==> src/inc/eip_pkg.sv <==
// Package for the external interrupt pin select and polarity block.
// Assumes an 8-bit special function register bus with byte addresses.
package eip_pkg;
  localparam logic [7:0] EIP_CFG_ADDR = 8'he4;
  localparam logic [7:0] EIP_CFG_RESET = 8'h00;
  localparam logic [7:0] EIP_RDATA_RESET = 8'h00;
  localparam logic [7:0] EIP_UNMAPPED_DATA = 8'h00;
  localparam logic [7:0] EIP_PIN_IDLE = 8'hff;
  localparam int EIP_B_POL_BIT = 7;
  localparam int EIP_B_SEL_LSB = 4;
  localparam int EIP_A_POL_BIT = 3;
  localparam int EIP_A_SEL_LSB = 0;
  localparam int EIP_SEL_W = 3;

  typedef struct packed {
    logic b_pol;
    logic [2:0] b_sel;
    logic a_pol;
    logic [2:0] a_sel;
  } eip_cfg_t;

  typedef struct packed {
    logic wr;
    logic rd;
    logic [7:0] addr;
    logic [7:0] wdata;
  } eip_sfr_req_t;

  typedef enum logic [0:0] {
    EIP_LEVEL = 1'b0,
    EIP_EDGE = 1'b1
  } eip_sense_t;
endpackage
==> src/core/eip_ext_irq.sv <==
// External interrupt pin selection, polarity and pending flag logic.
// Assumes port 0 pins arrive asynchronously; sense bits come from the timer control register.
//
// Contract
// RL1 - Polarity bit 0 active low, 1 active high
// RL2 - Field bits 6:4 selects pin for input b
// RL3 - Field bits 2:0 selects pin for input a
// RL4 - Register at 0xE4, read/write, resets zero
// RL5 - Edge or level taken from timer control
// RL6 - Edge pending cleared when CPU vectors
// RL7 - Level pending follows adjusted input level
// RL8 - Source holds input until request recognized
// RL9 - Pins sampled without disturbing other peripherals
//
// Pins are taken as idle high through reset, so no false edge follows it.
// A config write may itself raise the adjusted level and latch an edge.
`timescale 1ns/1ps
`default_nettype none

module eip_ext_irq (
  input wire logic clk_sys,
  input wire logic reset,
  input wire logic clk_en,
  input wire eip_pkg::eip_sfr_req_t sfr_req,
  output logic [7:0] sfr_rdata,
  output logic sfr_hit,
  input wire logic [7:0] port0_pins,
  input wire logic sense_a,
  input wire logic sense_b,
  input wire logic vector_ack_a,
  input wire logic vector_ack_b,
  output logic ext_irq_a_pending,
  output logic ext_irq_b_pending,
  output logic ext_irq_a_active,
  output logic ext_irq_b_active
);
  eip_pkg::eip_cfg_t cfg_reg, cfg_next;
  logic [7:0] sync1_reg, sync1_next, sync2_reg, sync2_next;
  logic [1:0] lvl_reg, lvl_next, prev_reg, prev_next, pend_reg, pend_next;
  logic [7:0] rdata_reg, rdata_next;
  logic [1:0] sense, ack;
  logic sel_hit;

  function automatic logic pick(input logic [7:0] pins, input logic [2:0] sel, input logic pol);
    pick = pol ? pins[sel] : ~pins[sel];
  endfunction

  assign sense = {sense_b, sense_a};
  assign ack = {vector_ack_b, vector_ack_a};
  assign sel_hit = (sfr_req.addr == eip_pkg::EIP_CFG_ADDR);

  always_comb begin
    cfg_next = cfg_reg;
    rdata_next = rdata_reg;
    if (sfr_req.wr && sel_hit) begin
      cfg_next = sfr_req.wdata; // [RL4]
    end
    if (sfr_req.rd) begin
      rdata_next = sel_hit ? cfg_reg : eip_pkg::EIP_UNMAPPED_DATA; // [RL4]
    end
  end

  // Input only: the pins are never driven here, so other users are unaffected
  always_comb begin
    sync1_next = port0_pins; // [RL9]
    sync2_next = sync1_reg;
    lvl_next[0] = pick(sync2_reg, cfg_reg.a_sel, cfg_reg.a_pol); // [RL1] [RL3]
    lvl_next[1] = pick(sync2_reg, cfg_reg.b_sel, cfg_reg.b_pol); // [RL1] [RL2]
    prev_next = lvl_reg;
  end

  genvar gi;
  generate
    for (gi = 0; gi < 2; gi++) begin : g_pend
      always_comb begin
        if (sense[gi] == eip_pkg::EIP_EDGE) begin // [RL5]
          if (lvl_reg[gi] && !prev_reg[gi]) begin
            pend_next[gi] = 1'b1; // Set wins over vector clear
          end else if (ack[gi]) begin
            pend_next[gi] = 1'b0; // [RL6]
          end else begin
            pend_next[gi] = pend_reg[gi];
          end
        end else begin
          pend_next[gi] = lvl_reg[gi]; // [RL7]
        end
      end
    end
  endgenerate

  // Register group: configuration byte and read data
  always_ff @(posedge clk_sys or posedge reset) begin
    if (reset) begin
      cfg_reg <= eip_pkg::EIP_CFG_RESET; // [RL4]
      rdata_reg <= eip_pkg::EIP_RDATA_RESET;
    end else if (clk_en) begin
      cfg_reg <= cfg_next;
      rdata_reg <= rdata_next;
    end
  end

  // Synchroniser group: only the second stage reads the first
  always_ff @(posedge clk_sys or posedge reset) begin
    if (reset) begin
      sync1_reg <= eip_pkg::EIP_PIN_IDLE;
      sync2_reg <= eip_pkg::EIP_PIN_IDLE;
    end else if (clk_en) begin
      sync1_reg <= sync1_next;
      sync2_reg <= sync2_next;
    end
  end

  // Level group: adjusted level and its previous value for edge detection
  always_ff @(posedge clk_sys or posedge reset) begin
    if (reset) begin
      lvl_reg <= 2'h0;
      prev_reg <= 2'h0;
    end else if (clk_en) begin
      lvl_reg <= lvl_next;
      prev_reg <= prev_next;
    end
  end

  // Pending group
  always_ff @(posedge clk_sys or posedge reset) begin
    if (reset) begin
      pend_reg <= 2'h0;
    end else if (clk_en) begin
      pend_reg <= pend_next;
    end
  end

  assign sfr_rdata = rdata_reg;
  assign sfr_hit = sel_hit;
  assign ext_irq_a_pending = pend_reg[0];
  assign ext_irq_b_pending = pend_reg[1];
  assign ext_irq_a_active = lvl_reg[0];
  assign ext_irq_b_active = lvl_reg[1];
endmodule

`default_nettype wire

==> config.mk <==
export PLATFORM = sky130hd
export DESIGN_NAME = eip_ext_irq
export DESIGN_NICKNAME = d
export VERILOG_FILES = /design/src/inc/eip_pkg.sv /design/src/core/eip_ext_irq.sv
export SDC_FILE = /design/constraint.sdc
export NUM_CORES = 1
export LEC_CHECK = 0
export BUFFER_PORTS_ARGS = -buffer_cell sky130_fd_sc_hd__clkbuf_2
export CORE_MARGIN = 4
export CORE_UTILIZATION = 57
export CTS_BUF_LIST = sky130_fd_sc_hd__clkbuf_8
export DETAILED_ROUTE_END_ITERATION = 16
export GPL_TIMING_DRIVEN = 0
export PLACE_DENSITY = 0.86
export SETUP_SLACK_MARGIN = 0.15
export SYNTH_ARGS = -nofsm -noshare
export SYNTH_HDL_FRONTEND = slang
export SYNTH_SLANG_ARGS = --single-unit
==> constraint.sdc <==
create_clock -name clk_sys -period 2.9 [get_ports clk_sys]
set_clock_uncertainty 0.1 [all_clocks]
set_input_delay 0 -clock clk_sys [delete_from_list [all_inputs] [get_ports clk_sys]]
set_output_delay 0 -clock clk_sys [all_outputs]
set_load 0.05 [all_outputs]
==> results.txt <==
top post-synthesis cells by area -> dfrtp_1 (34%), dfstp_2 (26%), mux2_2 (18%)
first-pass GRT wire length -> 5360 µm
number of global-route vias before repair -> 1187
antenna violations before repair -> 0
Clock Path Buffers -> 2
total wire length -> 3270 µm
GR Overflow Total -> 0
Crit path max-delay family -> multiplexers
number of cells upsized or downsized after cts -> 0
Post-CTS Setup Repair Bufs -> 0
main combinational cell family by area after synthesis -> multiplexers
fin nets -> 208
simple-gate share of the synthesized area -> 0.0364
Leak -> 1.04 nW
Post-Syn Nets -> 137
asr flop ratio synth -> 1.00
fin. max-slew vios -> 0
critical path's slowest cell -> mux4_1
Top FF cell, synth -> dfrtp_1
Clock transition at path regs -> 0.07 ns
CP startpoint kind -> register
crit-path cells -> mux4_1 > mux2i_1 > xnor2_1 > a21oi_1
Worst-Skew Late Latency -> 0.29 ns
PD cells -> 572 nW/µm²
final setup fails -> 0
H-tree Lvls -> 2
status -> finished clean
Core Box Area -> 2730 µm²
VDD IR max -> 0.000512 V
setup_tns -> 0 ns
crit end category -> register
TritonRoute pass-1 iters -> 4
GRT Total Usage -> 0.203
P&R area growth vs syn -> 35.0%
critical path class -> reg -> reg
layout cells sized above 1 -> 0.568
starting density of the core -> 0.591
Hold Slack -> 0.0103 ns
DRT iter0 DRCs -> 40
flops & latches, synth -> 38
pin count of the biggest net entering global routing -> 39
CTS Buf Count -> 5
achievable frequency -> 602 MHz
Ys Warns -> 0
CTS tree -> built
area fraction in compound gates after synthesis -> 0.0697
most common cell after layout, fill and taps aside -> clkbuf_2
Chip Height -> 61.2 µm
mux contribution to synthesized area -> 0.259
worst hold path class -> in -> reg
Fill cells -> 162
vias after detailed routing -> 1126
Synth Area per Inst -> 15.5 µm²
PortBufs -> 44
# DRC -> 0
XOR/XNOR Fraction of Synth Area -> 0.0108
worst-margin pin slew -> 0.744 ns
post-layout min period -> 1.66 ns
EDFF count, synth -> 0
leading area contributor after synthesis -> dfrtp_1
most frequent cells in the layout -> clkbuf_2 (44), mux2_2 (26), dfrtp_1 (22)
sequential cell area -> 971 µm²
Multi-input gate area -> 607 µm²
die span in x -> 61.2 µm
Seq/Total Area, Yosys -> 0.601
Placement Rows -> 19
Final GP Congestion -> 0.829
RSZ-0062 raised after global routing -> no
CP arrival -> 1.72 ns
Hold Fails Final Rpt -> 0
Max-cap violations -> 0
die area -> 3750 µm²
Rel. slew slack -> 0.503
CTS root buf -> clkbuf_8
CP required -> 2.96 ns
post-route insts no fill -> 207
Diodes inserted -> 0
Placed Cells incl. Taps -> 179
Cells after Synth -> 104
Post-Synth Adder-Cell Area -> 0
Clock Sinks -> 38
Tcrit/Tclk final -> 0.573
Netlist cell types -> 21
Total Power -> 1.25 mW
CP Max Fanout -> 4
final core occ -> 0.798
Post-Syn Area -> 1620 µm²
WL/cell -> 15.8 µm
Synth top area share -> 0.341
vias per cell -> 5.44
worst stage delay on the critical path -> 0.59 ns
HPWL after DPL -> 2240 µm
Ports -> 46
Critical path buffers and inverters -> 0
Detail Route Antenna Nets -> 0
-- metal layers --
| metal | track usage | vias to the layer above | wire length, µm |
|---|---|---|---|
| li1 | - | 526 | - |
| met1 | 0.235 | 566 | 1250 |
| met2 | 0.349 | 28 | 1790 |
| met3 | 0.0692 | 6 | 181 |
| met4 | 0.0743 | 0 | 51 |
| met5 | 0 | - | 0 |
-- path summary, 6_finish.rpt --
path	from	endpoint	slack, ns	cells past startpoint
max in group asynchronous	reset	sfr_rdata[4]$_DFFE_PP0P_	1.94	3
max reg2reg	cfg_reg[0]$_DFFE_PP0P_	lvl_reg[0]$_DFFE_PP0P_	1.24	4
min reg2reg	sfr_rdata[7]$_DFFE_PP0P_	sfr_rdata[7]$_DFFE_PP0P_	0.41	1
max	cfg_reg[0]$_DFFE_PP0P_	lvl_reg[0]$_DFFE_PP0P_	1.24	4
min	vector_ack_a	pend_reg[0]$_DFFE_PP0P_	0.01	3
min in group asynchronous	reset	sfr_rdata[2]$_DFFE_PP0P_	0.28	3
-- cell families after synthesis --
| family | count (synthesis) |
|---|---|
| XOR/XNOR | 2 |
| multiplexers | 32 |
| AO/OA/AOI/OAI | 14 |
| AND/OR/NAND/NOR | 10 |
| flip-flops | 38 |
| buffers and inverters | 8 |
-- final cells by class --
cell class	instances	share of cell area
Sequential cell	38	0.445
Multi-Input combinational cell	58	0.278
Timing Repair Buffer	64	0.193
Clock buffer	5	0.0316
Tap cell	31	0.0178
Clock inverter	3	0.0172
Buffer	5	0.0120
Inverter	3	0.00516
-- report_power, final --
part | switching (mW) | leakage, nW | internal (mW)
registers | 0.0321 | 0.459 | 0.598
clock network | 0.174 | 0.0607 | 0.250
logic | 0.0941 | 0.518 | 0.0990
-- per-stage QoR --
| step | cell area, µm² | worst slack [ns] |
|---|---|---|
| after floorplan | 1620 | 0.766 |
| after global placement | 1870 | 1.25 |
| after detailed placement | 1870 | 1.24 |
| after CTS | 2170 | 1.22 |
| after global routing | 2180 | 1.14 |
| final | 2180 | 1.24 |
-- Yosys cell counts (all sizes together), types with 2 or more instances --
cell	instances
xnor2	2
nor2	2
dfrtp	22
dfstp	16
mux4	4
a22o	8
mux2	26
o21ai	2
a21oi	2
buf	5
nand2	4
mux2i	2
a32o	2
inv	3
-- tightest hold or removal path, cell delays in order --
cell,delay [ns]
clkbuf_2,0.07
o21ai_0,0.07
a32o_1,0.21
-- repair_timing --
item,in CTS,in global routing
endpoints found under the setup margin,0,0
hold buffers,19,1
endpoints found under the hold margin,18,22
Note: power is estimated with default switching activity, not from simulation.
